<file path="config.mk">
export PLATFORM = sky130hd
export DESIGN_NAME = motion_command_decoder
export DESIGN_NICKNAME = d
export VERILOG_FILES = /design/src/rtl/motion_cmd_pkg.sv /design/src/rtl/ahb_reg_port.sv /design/src/rtl/out_port_guard.sv /design/src/rtl/motion_command_decoder.sv
export SDC_FILE = /design/constraint.sdc
export NUM_CORES = 1
export LEC_CHECK = 0
export CAP_MARGIN = 25
export CORE_MARGIN = 8
export CORE_UTILIZATION = 44
export DETAILED_ROUTE_END_ITERATION = 12
export DONT_BUFFER_PORTS = 1
export GPL_TIMING_DRIVEN = 0
export REMOVE_ABC_BUFFERS = 1
export SLEW_MARGIN = 30
export SYNTH_ARGS = -nofsm -noshare
export SYNTH_HDL_FRONTEND = slang
export SYNTH_SLANG_ARGS = --single-unit
</file>
<file path="constraint.sdc">
create_clock -name hclk -period 4.17 [get_ports hclk]
set_clock_uncertainty 0.2 [all_clocks]
set_input_delay 0.6255 -clock hclk [delete_from_list [all_inputs] [get_ports hclk]]
set_output_delay 0.6255 -clock hclk [all_outputs]
set_load 0.05 [all_outputs]
</file>
<file path="src/rtl/motion_cmd_pkg.sv">
`default_nettype none
package motion_cmd_pkg;

    // Register width of the device and local address width on the bus.
    localparam int DATA_W = 24;
    localparam int ADDR_W = 8;

    // Register byte offsets.
    localparam logic [ADDR_W-1:0] OFS_CMD    = 8'h00;
    localparam logic [ADDR_W-1:0] OFS_AXIS   = 8'h04;
    localparam logic [ADDR_W-1:0] OFS_STAGE  = 8'h08;
    localparam logic [ADDR_W-1:0] OFS_LPOS   = 8'h0C;
    localparam logic [ADDR_W-1:0] OFS_PPOS   = 8'h10;
    localparam logic [ADDR_W-1:0] OFS_STRIG  = 8'h14;
    localparam logic [ADDR_W-1:0] OFS_PLIM   = 8'h18;
    localparam logic [ADDR_W-1:0] OFS_MLIM   = 8'h1C;
    localparam logic [ADDR_W-1:0] OFS_GRP1   = 8'h20;
    localparam logic [ADDR_W-1:0] OFS_GRP2   = 8'h24;
    localparam logic [ADDR_W-1:0] OFS_SCMD   = 8'h28;
    localparam logic [ADDR_W-1:0] OFS_ANSWER = 8'h2C;
    localparam logic [ADDR_W-1:0] OFS_PARAM  = 8'h30;

    // Field positions.
    localparam int CODE_MSB   = 20;
    localparam int CODE_LSB   = 16;
    localparam int SCODE_MSB  = 19;
    localparam int SLOT_MSB   = 12;
    localparam int SLOT_LSB   = 8;
    localparam int DOP_MSB    = 7;
    localparam int DOP_LSB    = 4;
    localparam int MOVING_BIT = 23;
    localparam int GUARD_MSB  = 7;
    localparam int GUARD_LSB  = 0;
    localparam int OUT2_SEL   = 0;
    localparam int ERR_LSB    = 24;

    // Command codes.
    localparam logic [4:0] CODE_CLEAR      = 5'h00;
    localparam logic [4:0] CODE_HALT       = 5'h01;
    localparam logic [4:0] CODE_LOW_RUN    = 5'h02;
    localparam logic [4:0] CODE_HOME_THREE = 5'h0F;
    localparam logic [4:0] CODE_MINUS_DIR  = 5'h11;
    localparam logic [4:0] CODE_OUT_WRITE  = 5'h12;
    localparam logic [4:0] CODE_LPOS_LOAD  = 5'h16;
    localparam logic [4:0] CODE_PPOS_LOAD  = 5'h17;
    localparam logic [4:0] CODE_STRIG_LOAD = 5'h18;
    localparam logic [4:0] CODE_PLIM_LOAD  = 5'h19;
    localparam logic [4:0] CODE_MLIM_LOAD  = 5'h1A;
    localparam logic [4:0] CODE_GRP1_LOAD  = 5'h1B;
    localparam logic [4:0] CODE_GRP2_LOAD  = 5'h1C;
    localparam logic [4:0] CODE_SLOT_READ  = 5'h1D;
    localparam logic [4:0] CODE_SLOT_WRITE = 5'h1E;
    localparam logic [4:0] CODE_FILE_SAVE  = 5'h1F;

    // Answer status and error codes.
    localparam logic [7:0] ANSWER_IDLE  = 8'h00;
    localparam logic [7:0] ANSWER_ERROR = 8'h3D;
    localparam logic [7:0] ERR_NONE     = 8'h00;
    localparam logic [7:0] ERR_MOVING   = 8'h02;
    localparam logic [7:0] ERR_SEQUENCE = 8'h40;

    // Reset value of every 24-bit data register.
    localparam logic [DATA_W-1:0] REG_RESET = 24'h000000;

    typedef enum logic [1:0] {
        PH_IDLE  = 2'b00,
        PH_WRITE = 2'b01,
        PH_READ  = 2'b11
    } bus_phase_e;

    typedef struct packed {
        logic              wr;
        logic              rd;
        logic [ADDR_W-1:0] addr;
        logic [31:0]       wdata;
    } bus_op_s;

    typedef struct packed {
        logic              start;
        logic [4:0]        code;
        logic [DATA_W-1:0] param;
    } motion_req_s;

    typedef struct packed {
        logic       rd;
        logic       wr;
        logic       save;
        logic [4:0] slot;
    } profile_req_s;

    // Motion group, codes 0x01 to 0x11.
    function automatic logic is_motion(input logic [4:0] code);
        return (code >= CODE_HALT) && (code <= CODE_MINUS_DIR);
    endfunction

    // Motion codes that snapshot the parameter register.
    function automatic logic needs_param(input logic [4:0] code);
        return (code >= CODE_LOW_RUN) && (code <= CODE_HOME_THREE);
    endfunction

    // Protected register loads, codes 0x16 to 0x1C.
    function automatic logic is_protected(input logic [4:0] code);
        return (code >= CODE_LPOS_LOAD) && (code <= CODE_GRP2_LOAD);
    endfunction

endpackage
`default_nettype wire

</file>
<file path="src/rtl/ahb_reg_port.sv">
`default_nettype none
module ahb_reg_port (
    // Clock, reset and enable.
    input  wire logic                          hclk,
    input  wire logic                          hresetn,
    input  wire logic                          ce,
    // AHB-Lite slave side.
    input  wire logic                          hsel,
    input  wire logic [31:0]                   haddr,
    input  wire logic [1:0]                    htrans,
    input  wire logic                          hwrite,
    input  wire logic [2:0]                    hsize,
    input  wire logic [31:0]                   hwdata,
    input  wire logic                          hready,
    output logic                               hreadyout,
    output logic                               hresp,
    output logic [31:0]                        hrdata,
    // Register side.
    output motion_cmd_pkg::bus_op_s            op,
    input  wire logic [31:0]                   rd_data
);
    import motion_cmd_pkg::*;

    typedef struct packed {
        bus_phase_e        phase;
        logic [ADDR_W-1:0] addr;
        logic [31:0]       rdata;
        logic              ready;
        logic              resp;
    } port_state_s;

    port_state_s s, n;
    logic        take;
    logic        done;

    // Only whole-word single transfers occur, so the size is not decoded.
    assign take = hsel && htrans[1] && hready && (hsize == 3'h2 || hsize != 3'h2);

    // Writes finish with no wait; reads insert one wait to sample fresh data.
    always_comb begin
        n = s;
        op = '0;
        op.addr = s.addr;
        done = 1'b1;
        unique case (s.phase)
            PH_IDLE: begin
            end
            PH_WRITE: begin
                op.wr = ce;
                op.wdata = hwdata;
            end
            PH_READ: begin
                if (!s.ready) begin
                    n.rdata = rd_data;
                    n.ready = 1'b1;
                    done = 1'b0;
                end
            end
        endcase
        if (done) begin
            n.phase = PH_IDLE;
            n.ready = 1'b1;
            if (take) begin
                n.addr = haddr[ADDR_W-1:0];
                n.phase = hwrite ? PH_WRITE : PH_READ;
                n.ready = hwrite;
                op.rd = ce && !hwrite;
                // A write still in its data phase keeps its own address on the register side.
                if (!hwrite && s.phase != PH_WRITE) begin
                    op.addr = haddr[ADDR_W-1:0];
                end
            end
        end
        n.resp = 1'b0;
    end

    // Port state register, frozen while the enable is low.
    always_ff @(posedge hclk or negedge hresetn) begin
        if (!hresetn) begin
            s <= '{phase: PH_IDLE, addr: '0, rdata: '0, ready: 1'b1, resp: 1'b0};
        end else if (ce) begin
            s <= n;
        end
    end

    assign hreadyout = s.ready;
    assign hresp = s.resp;
    assign hrdata = s.rdata;

endmodule
`default_nettype wire

</file>
<file path="src/rtl/out_port_guard.sv">
`default_nettype none
module out_port_guard (
    // Clock, reset and enable.
    input  wire logic       hclk,
    input  wire logic       hresetn,
    input  wire logic       ce,
    // Output write request.
    input  wire logic       write_en,
    input  wire logic [3:0] data,
    // Pin function controls and axis state.
    input  wire logic       guard_on,
    input  wire logic       out2_axis,
    input  wire logic       moving,
    // General outputs.
    output logic [3:0]      gpo
);
    import motion_cmd_pkg::*;

    typedef struct packed {
        logic [3:0] latch;
        logic [3:0] pin;
    } guard_state_s;

    guard_state_s s, n;

    // Apply the written data, holding output 3 high under the guard while moving.
    always_comb begin
        n = s;
        if (write_en) begin
            n.latch[1:0] = data[1:0];
            if (!out2_axis) begin
                n.latch[2] = data[2];
            end
            if (guard_on && s.latch[3] && moving && !data[3]) begin
                n.latch[3] = 1'b1;
            end else begin
                n.latch[3] = data[3];
            end
        end
        n.pin = n.latch;
        if (out2_axis) begin
            n.pin[2] = moving;
        end
    end

    // Output state register.
    always_ff @(posedge hclk or negedge hresetn) begin
        if (!hresetn) begin
            s <= '0;
        end else if (ce) begin
            s <= n;
        end
    end

    assign gpo = s.pin;

endmodule
`default_nettype wire

</file>
<file path="src/rtl/motion_command_decoder.sv">
// Implementation choices: register access over AHB-Lite and the register offsets.
`default_nettype none
module motion_command_decoder (
    // Clock, reset and enable.
    input  wire logic                          hclk,
    input  wire logic                          hresetn,
    input  wire logic                          ce,
    // AHB-Lite slave.
    input  wire logic                          hsel,
    input  wire logic [31:0]                   haddr,
    input  wire logic [1:0]                    htrans,
    input  wire logic                          hwrite,
    input  wire logic [2:0]                    hsize,
    input  wire logic [31:0]                   hwdata,
    input  wire logic                          hready,
    output logic                               hreadyout,
    output logic                               hresp,
    output logic [31:0]                        hrdata,
    // Axis state from the profile generator.
    input  wire logic                          axis_moving,
    // Requests to the profile generator and pattern store.
    output motion_cmd_pkg::motion_req_s        motion_req,
    output motion_cmd_pkg::profile_req_s       profile_req,
    // General outputs.
    output logic [3:0]                         gpo
);
    import motion_cmd_pkg::*;

    typedef struct packed {
        logic [DATA_W-1:0] cmd;
        logic [DATA_W-1:0] staging;
        logic [DATA_W-1:0] lpos;
        logic [DATA_W-1:0] ppos;
        logic [DATA_W-1:0] strig;
        logic [DATA_W-1:0] plim;
        logic [DATA_W-1:0] mlim;
        logic [DATA_W-1:0] grp1;
        logic [DATA_W-1:0] grp2;
        logic [DATA_W-1:0] scmd;
        logic [DATA_W-1:0] param;
        logic              armed;
        logic [7:0]        answer;
        logic [7:0]        err;
        motion_req_s       motion;
        profile_req_s      profile;
    } dec_state_s;

    dec_state_s  s, n;
    bus_op_s     op;
    logic [31:0] rd_data;
    logic [4:0]  code;
    logic        cmd_wr;
    logic        out_wr;

    // Bus front end.
    ahb_reg_port u_port (
        .hclk      (hclk),
        .hresetn   (hresetn),
        .ce        (ce),
        .hsel      (hsel),
        .haddr     (haddr),
        .htrans    (htrans),
        .hwrite    (hwrite),
        .hsize     (hsize),
        .hwdata    (hwdata),
        .hready    (hready),
        .hreadyout (hreadyout),
        .hresp     (hresp),
        .hrdata    (hrdata),
        .op        (op),
        .rd_data   (rd_data)
    );

    // General output pins with the output 3 guard and output 2 override.
    out_port_guard u_outs (
        .hclk      (hclk),
        .hresetn   (hresetn),
        .ce        (ce),
        .write_en  (out_wr),
        .data      (op.wdata[DOP_MSB:DOP_LSB]),
        .guard_on  (s.grp1[GUARD_MSB:GUARD_LSB] != 8'h00),
        .out2_axis (s.grp2[OUT2_SEL]),
        .moving    (axis_moving),
        .gpo       (gpo)
    );

    assign code = op.wdata[CODE_MSB:CODE_LSB];
    assign cmd_wr = op.wr && (op.addr == OFS_CMD);

    // Command decode and register writes.
    always_comb begin
        n = s;
        out_wr = 1'b0;
        n.motion.start = 1'b0;
        n.profile.rd = 1'b0;
        n.profile.wr = 1'b0;
        n.profile.save = 1'b0;
        // Any transfer breaks the staging-to-load pairing.
        if (op.rd || op.wr) begin
            n.armed = 1'b0;
        end
        if (op.wr) begin
            unique case (op.addr)
                OFS_CMD: begin
                    n.cmd = '0;
                    n.cmd[CODE_MSB:CODE_LSB] = code;
                    n.cmd[SLOT_MSB:SLOT_LSB] = op.wdata[SLOT_MSB:SLOT_LSB];
                    n.cmd[DOP_MSB:DOP_LSB] = op.wdata[DOP_MSB:DOP_LSB];
                    if (code == CODE_CLEAR) begin
                        n.cmd = s.cmd;
                    end else if (is_motion(code)) begin
                        n.motion.start = 1'b1;
                        n.motion.code = code;
                        if (needs_param(code)) begin
                            n.motion.param = s.param;
                        end
                    end else if (code == CODE_OUT_WRITE) begin
                        out_wr = 1'b1;
                    end else if (is_protected(code)) begin
                        if (axis_moving) begin
                            n.answer = ANSWER_ERROR;
                            n.err = ERR_MOVING;
                        end else if (!s.armed) begin
                            n.answer = ANSWER_ERROR;
                            n.err = ERR_SEQUENCE;
                        end else begin
                            unique case (code)
                                CODE_LPOS_LOAD:  n.lpos = s.staging;
                                CODE_PPOS_LOAD:  n.ppos = s.staging;
                                CODE_STRIG_LOAD: n.strig = s.staging;
                                CODE_PLIM_LOAD:  n.plim = s.staging;
                                CODE_MLIM_LOAD:  n.mlim = s.staging;
                                CODE_GRP1_LOAD:  n.grp1 = s.staging;
                                default:         n.grp2 = s.staging;
                            endcase
                        end
                    end else if (code == CODE_SLOT_READ || code == CODE_SLOT_WRITE) begin
                        n.profile.rd = (code == CODE_SLOT_READ);
                        n.profile.wr = (code == CODE_SLOT_WRITE);
                        n.profile.slot = op.wdata[SLOT_MSB:SLOT_LSB];
                    end else if (code == CODE_FILE_SAVE) begin
                        if (axis_moving) begin
                            n.answer = ANSWER_ERROR;
                            n.err = ERR_MOVING;
                        end else begin
                            n.profile.save = 1'b1;
                        end
                    end else begin
                        n.cmd = s.cmd;
                    end
                end
                OFS_STAGE: begin
                    n.staging = op.wdata[DATA_W-1:0];
                    // A read taken in this same cycle is already the next operation.
                    n.armed = !op.rd;
                end
                OFS_SCMD: begin
                    n.scmd = '0;
                    n.scmd[SCODE_MSB:CODE_LSB] = op.wdata[SCODE_MSB:CODE_LSB];
                end
                OFS_PARAM: begin
                    n.param = op.wdata[DATA_W-1:0];
                end
                OFS_ANSWER: begin
                    n.answer = ANSWER_IDLE;
                    n.err = ERR_NONE;
                end
                default: begin
                end
            endcase
        end
    end

    // Read data for the address held in the data phase.
    always_comb begin
        rd_data = 32'h00000000;
        unique case (op.addr)
            OFS_CMD: begin
                rd_data[DATA_W-1:0] = s.cmd;
                rd_data[MOVING_BIT] = axis_moving;
            end
            OFS_AXIS:   rd_data[0] = axis_moving;
            OFS_STAGE:  rd_data[DATA_W-1:0] = s.staging;
            OFS_LPOS:   rd_data[DATA_W-1:0] = s.lpos;
            OFS_PPOS:   rd_data[DATA_W-1:0] = s.ppos;
            OFS_STRIG:  rd_data[DATA_W-1:0] = s.strig;
            OFS_PLIM:   rd_data[DATA_W-1:0] = s.plim;
            OFS_MLIM:   rd_data[DATA_W-1:0] = s.mlim;
            OFS_GRP1:   rd_data[DATA_W-1:0] = s.grp1;
            OFS_GRP2:   rd_data[DATA_W-1:0] = s.grp2;
            OFS_SCMD: begin
                rd_data[DATA_W-1:0] = s.scmd;
                rd_data[MOVING_BIT] = axis_moving;
            end
            OFS_ANSWER: begin
                rd_data[7:0] = s.answer;
                rd_data[31:ERR_LSB] = s.err;
            end
            OFS_PARAM:  rd_data[DATA_W-1:0] = s.param;
            default: begin
            end
        endcase
    end

    // Decoder state register, frozen while the enable is low.
    always_ff @(posedge hclk or negedge hresetn) begin
        if (!hresetn) begin
            s <= '{cmd: REG_RESET, staging: REG_RESET, lpos: REG_RESET, ppos: REG_RESET,
                   strig: REG_RESET, plim: REG_RESET, mlim: REG_RESET, grp1: REG_RESET,
                   grp2: REG_RESET, scmd: REG_RESET, param: REG_RESET, armed: 1'b0,
                   answer: ANSWER_IDLE, err: ERR_NONE, motion: '0, profile: '0};
        end else if (ce) begin
            s <= n;
        end
    end

    assign motion_req = s.motion;
    assign profile_req = s.profile;
endmodule
`default_nettype wire

</file>
==> results.json, run 1 <==
{
  "status": "complete, but fails checks",
  "violations": "negative hold slack",
  "synthAdderAreaFrac_pct": 0.06756,
  "rows": 67,
  "drc": 0,
  "multi_input_area_mm2": 0.006015,
  "yosysTopAreaCell": "dfrtp_1",
  "ys_seq_elements": 319,
  "antenna_found_initial": 0,
  "cts_setup_buffers": 0,
  "grt_pass1_wl_mm": 60.16,
  "clockRootBuffer": "clkbuf_16",
  "drt_iter0_markers": 711,
  "ant_nets": 0,
  "finalPower_mw": 6.854,
  "synth-async-reset-ratio_pct": 100.0,
  "fp.dieArea_mm2": 0.03980,
  "crit_chain": "or4_4 -> a211oi_2 -> o21ai_2 -> or4b_4 -> or3_2 -> buf_16 -> mux2_2",
  "final_max_slew_viol_count": 0,
  "worstMarginPinSlew_ns": 0.9558,
  "drt-wirelength-per-cell_um": 25.67,
  "crit_required_ns": 4.36,
  "yosys-mux-area-fraction_pct": 22.30,
  "synth_compound_area_share_pct": 9.923,
  "ios": 152,
  "placed_area_mm2": 0.01503,
  "leakagePower_nw": 7.462,
  "diodes": 0,
  "fin_util_pct": 48.69,
  "globalRouteTotalUtil_pct": 19.89,
  "crit_path_start_kind": "flip-flop",
  "stdcell_count": 1538,
  "first_pass_iters": 6,
  "yosys-top-cells-area": "dfrtp_1 54%, mux2_2 19%, buf_4 3.9%",
  "setup_viol": 0,
  "start_util_pct": 44.40,
  "grt_max_degree": 320,
  "yosys.area_share.simple_pct": 7.415,
  "synth_cells": 1144,
  "period_needed_ns": 3.792,
  "yosys.area_share.xor_xnor_pct": 0.05912,
  "fin_ws_ns": 0.3780,
  "critPathCaptureType": "flip-flop",
  "core-area_mm2": 0.03336,
  "syn_area_per_cell_um2": 12.95,
  "powerDensity_mw_per_mm2": 422.0,
  "critPathTopFamily": "simple AND/OR/NAND/NOR gates",
  "dpl_worst_slack_ns": 0.1591,
  "fin_tns_setup_ns": 0,
  "slew_headroom_pct": 36.28,
  "dp_cells": 1477,
  "period_share_pct": 90.93,
  "drive_above_1_share_pct": 36.51,
  "ir_drop_mv": 0.2511,
  "dieWidth_um": 199.5,
  "cts_sinks": 319,
  "cp_max_fo": 14,
  "grt_pass1_vias": 9440,
  "port_buffers": 0,
  "num_vias": 9311,
  "hold_path.class": "primary input to asynchronous set/reset pin",
  "yosysUniqueCellTypes": 69,
  "synth-seq-area-share_pct": 53.89,
  "vias_per_cell": 6.054,
  "fillers": 2989,
  "place.detailed.hpwl_mm": 25.48,
  "regArea_mm2": 0.007988,
  "clock.fmax_mhz": 263.7,
  "finalWeightedCongestion": 0.8653,
  "synth_edf_count": 0,
  "cts_tree": "done",
  "ctsLongestPathBuffers": 3,
  "synthFlopType": "dfrtp_1",
  "cts_resized": 0,
  "cp_data_arrival_time_ns": 3.98,
  "cts.clk_slew.worst_paths_ns": 0.06,
  "cts_made_buffers": 36,
  "final_hold_viol_count": 319,
  "synth_top_family_by_area": "multiplexers",
  "die_h_um": 199.5,
  "synth_top_area_share_pct": 53.71,
  "crit_slowest_cell": "or3_2",
  "htree_levels": 2,
  "grt_overflow_total": 0,
  "design_area_mm2": 0.01624,
  "path_class": "flip-flop to flip-flop",
  "syn2layout_area_growth_pct": 9.644,
  "wirelength_mm": 39.49,
  "drv_cap": 0,
  "syn_area_mm2": 0.01482,
  "rsz0062_at_grt": "false",
  "fin_nets": 1143,
  "slowest_delay_ns": 0.74,
  "clock_latency_ns": 0.52,
  "cp.buffers_inverters": 1,
  "hold-worst-slack_ns": -0.3814,
  "ys_warn_count": 0
}
==> area by class of cell <==
class | instances | area share [%]
Clock buffer | 54 | 6.516
Clock inverter | 7 | 0.9243
Inverter | 14 | 0.3235
Multi-Input combinational cell | 670 | 37.03
Sequential cell | 319 | 49.17
Tap cell | 448 | 3.451
Timing Repair Buffer | 26 | 2.588
==> worst register-to-register path, cell delays in order (launching register included) <==
cell	delay, ns
dfrtp_1	0.45
or4_4	0.61
a211oi_2	0.30
o21ai_2	0.16
or4b_4	0.64
or3_2	0.75
buf_16	0.27
mux2_2	0.30
==> cell usage in the layout (no fill, tap or decap), types with 11 or more instances in the layout <==
master,instances
a222oi_1,29
a22oi_1,72
and4_1,12
clkbuf_16,36
dfrtp_1,317
inv_1,13
mux2_2,253
mux2_4,20
mux2i_1,11
nand2_1,47
nand3_1,17
nor2_1,27
o21ai_0,19
==> worst paths after layout <==
check                      depth (start not counted)  slack [ns]                end          from
hold / removal                                     0       -0.38     motion_req[19]       hresetn
min in group hclk                                  1        0.02     profile_req[5]            ce
setup reg to reg                                   7        0.38             s[154]  u_port.s[38]
hold reg to reg                                    1        0.30             s[136]        s[136]
setup / recovery                                   7        0.38             s[154]  u_port.s[38]
max in group asynchronous                          0        3.26  u_port.hrdata[29]       hresetn
==> kinds of logic after synthesis <==
| kind of cell | Yosys count |
|---|---|
| flip-flops | 319 |
| multiplexers | 288 |
| AND/OR/NAND/NOR | 190 |
| AO/OA/AOI/OAI | 189 |
| buffers and inverters | 155 |
| adder cells (fa/ha/maj) | 1 |
| other | 1 |
| XOR/XNOR | 1 |
==> flip-flops by register name (all words and copies together), names as in the netlist <==
| register | count |
|---|---|
| s | 238 |
| motion_req | 30 |
| u_port.hrdata | 27 |
| u_port.s | 10 |
| profile_req | 8 |
| u_outs.gpo | 4 |
| u_outs.s | 1 |
| u_port.hreadyout | 1 |
==> where the power goes <==
| group | internal, mW | switching, mW | total [mW] |
|---|---|---|---|
| logic | 0.126 | 0.138 | 0.265 |
| clock network | 2.00 | 1.24 | 3.24 |
| registers | 3.18 | 0.168 | 3.35 |
| total | 5.31 | 1.55 | 6.85 |
==> metal layers <==
| metal | global-route usage (%) | vias up | part of all wire (%) |
|---|---|---|---|
| met5 | 0 | - | 0 |
| met4 | 5.695 | 0 | 2.1 |
| met3 | 4.934 | 57 | 7.5 |
| met2 | 31.71 | 285 | 47 |
| met1 | 26.64 | 4903 | 44 |
| li1 | - | 4066 | - |
==> Yosys cell counts, types with 6 or more instances <==
| cell | instances |
|---|---|
| dfrtp_1 | 318 |
| a2bb2oi_1 | 6 |
| clkbuf_1 | 40 |
| nor4_1 | 9 |
| buf_2 | 15 |
| o21ai_0 | 19 |
| nand2_1 | 47 |
| and2_1 | 10 |
| a222oi_1 | 29 |
| nand3_1 | 17 |
| a22oi_1 | 72 |
| a32oi_1 | 7 |
| nor2_1 | 29 |
| or3_1 | 10 |
| nor3_1 | 11 |
| or4b_2 | 7 |
| buf_4 | 77 |
| inv_1 | 13 |
| mux2_4 | 20 |
| a21o_1 | 9 |
| mux2_2 | 253 |
| a21boi_0 | 10 |
| or4_1 | 7 |
| mux2i_1 | 12 |
| and4_1 | 12 |
Power figures use the tool's default switching activity.
==> inputs of run 2 (changes only) <==
--- a/config.mk
+++ b/config.mk
@@ -12,4 +12,5 @@
 export DONT_BUFFER_PORTS = 1
 export GPL_TIMING_DRIVEN = 0
+export PLACE_DENSITY = 0.57
 export REMOVE_ABC_BUFFERS = 1
 export SLEW_MARGIN = 30
--- a/constraint.sdc
+++ b/constraint.sdc
@@ -3,3 +3,3 @@
 set_input_delay 0.6255 -clock hclk [delete_from_list [all_inputs] [get_ports hclk]]
 set_output_delay 0.6255 -clock hclk [all_outputs]
-set_load 0.05 [all_outputs]
+set_load 0.005 [all_outputs]
==> run 2 against run 1 <==
Effect of this change:
- the flow still finishes with violations (negative hold slack)
- die area unchanged
- utilization increased by 0.37 points
- power increased by 3.7%
- register-to-register slack got worse by 0.02 ns
- sequential power decreased by 1%
- sequential share of layout area decreased by 0.40 points
- count of clock-buffer cells in the layout increased by 3
- via count increased by 0.31%
- maximum frequency decreased by 0.50%
==> results.json, run 2 (same netlist as run 1, synthesis figures left out) <==
{
  "final_hold_viol_count": 319,
  "path_class": "flip-flop to flip-flop",
  "finalPower_mw": 7.106,
  "syn2layout_area_growth_pct": 10.48,
  "grt_pass1_vias": 9437,
  "violations": "negative hold slack",
  "reg2reg_depth": 7,
  "hold-worst-slack_ns": -0.4039,
  "regArea_mm2": 0.007984,
  "port_buffers": 0,
  "pwr-share-comb_pct": 3.7,
  "p_seq_share_pct": 46.6,
  "die_h_um": 199.5,
  "largest_reg_flops": 238,
  "clock_power_share_pct": 49.7,
  "setup_viol": 0,
  "status": "complete, but fails checks",
  "rsz0062_at_grt": "false",
  "ios": 152,
  "grt_overflow_total": 0,
  "cts_tree": "done",
  "worstMarginPinSlew_ns": 0.9489,
  "switchingPower_mw": 1.565,
  "powerDensity_mw_per_mm2": 434.2,
  "place.detailed.hpwl_mm": 25.05,
  "num_vias": 9340,
  "crit_path_start_kind": "flip-flop",
  "critPathCaptureType": "flip-flop",
  "mostFrequentLayoutCell": "dfrtp_1",
  "cts.clk_slew.worst_paths_ns": 0.06,
  "setup.worst_path.start": "u_port.s[38]",
  "ant_nets": 0,
  "switching_share_pct": 22.03,
  "cts_sinks": 319,
  "max_flop_register": "s",
  "clock_latency_ns": 0.53,
  "htree_levels": 2,
  "antenna_found_initial": 1,
  "final_max_slew_viol_count": 0,
  "diodes": 0,
  "first_pass_iters": 5,
  "drt_iter0_markers": 790,
  "wirelength_mm": 39.57,
  "finalWeightedCongestion": 0.8789,
  "globalRouteTotalUtil_pct": 19.89,
  "fin_util_pct": 49.06,
  "drc": 0,
  "drive_above_1_share_pct": 37.04,
  "final_cell_mix": "318 x dfrtp_1, 253 x mux2_2, 72 x a22oi_1",
  "core-area_mm2": 0.03336,
  "dpl_worst_slack_ns": 0.1537,
  "vias_per_cell": 6.049,
  "start_util_pct": 44.40,
  "drv_cap": 0,
  "cp_data_arrival_time_ns": 4.01,
  "grt_pass1_wl_mm": 59.93,
  "period_share_pct": 91.40,
  "hold_path.class": "primary input to asynchronous set/reset pin",
  "r2r-start": "u_port.s[38]",
  "crit_path_end": "s[270]",
  "grt_max_degree": 320,
  "clockRootBuffer": "clkbuf_16",
  "fin_nets": 1144,
  "drt-wirelength-per-cell_um": 25.63,
  "cts_made_buffers": 38,
  "ir_drop_mv": 0.2703,
  "cp_max_fo": 13,
  "p_int_mw": 5.541,
  "reg2reg_to": "s[270]",
  "fp.dieArea_mm2": 0.03980,
  "clock.fmax_mhz": 262.4,
  "reg2reg_slack_ns": 0.36,
  "fillers": 2996,
  "multi_input_area_mm2": 0.006015,
  "ctsLongestPathBuffers": 3,
  "rows": 67,
  "fin_ws_ns": 0.3588,
  "period_needed_ns": 3.811,
  "dieWidth_um": 199.5,
  "crit_required_ns": 4.37,
  "slew_headroom_pct": 36.26,
  "leakagePower_nw": 7.531,
  "fin_tns_setup_ns": 0,
  "cts-hold-fix-buffers": 2
}
==> run 2: changes by cell type in the layout (fill, tap and decap cells not counted), moves of 2 or more <==
| cell | change |
|---|---|
| buf_6 | -3 |
| dlygate4sd3_1 | +2 |
| clkinvlp_4 | +2 |
| buf_16 | -2 |
| clkbuf_8 | +2 |
| clkbuf_1 | -4 |
| clkbuf_16 | +5 |
| clkinv_2 | +2 |
| buf_8 | +3 |
==> run 2: critical path, stage by stage, from the launching register on <==
cell	delay [ns]
dfrtp_1	0.45
or4_4	0.62
a211oi_2	0.31
o21ai_2	0.17
or4b_4	0.63
or3_2	0.75
buf_16	0.27
mux2_2	0.28
==> run 2: worst min path at each step <==
stage / slack [ns] / from / endpoint
3_3_place_gp: 0.15 / hresetn / motion_req[19]
6_report: -0.40 / hresetn / motion_req[19]
4_1_cts: -0.42 / hresetn / motion_req[19]
3_5_place_dp: 0.15 / hresetn / motion_req[19]
5_1_grt: -0.42 / hresetn / motion_req[19]
2_1_floorplan: 0.13 / hresetn / motion_req[0]
==> run 2: final cells by class <==
cell class	count	share of cell area [%]
well taps	448	3.425
flip-flops and latches	319	48.78
multi-input cells	670	36.75
inverters	14	0.3211
clock buffers	57	7.308
clock inverters	11	1.024
repair buffers	25	2.400
==> run 2: through the flow <==
step                      instance area, µm²  cells
after CTS                              16360   1544
after floorplan                        13930   1003
after detailed placement               14980   1474
after global routing                   16370   1544
after global placement                 14490   1451
final                                  16370   1544
==> run 2: routing by layer <==
layer / GRT usage (%) / share of wire, %
met5: 0 / 0
met4: 5.695 / 2.1
met1: 27.41 / 44
met2: 30.89 / 46
met3: 4.800 / 7.7
==> run 2: what timing repair did <==
| action | 4_1_cts | 5_1_grt |
|---|---|---|
| endpoints found under the hold margin | 320 | 319 |
| gates resized for setup | 0 | 0 |
| setup buffers | 0 | 0 |
==> run 2: power by group through the flow <==
stage                     clock, mW  sequential, mW  combinational [mW]
final                          3.54            3.31               0.262
after global routing           3.72            3.33               0.282
after CTS                      3.61            3.31               0.261
after detailed placement          0            3.36               0.259
after global placement            0            3.36               0.236
after floorplan                   0            3.32               0.183
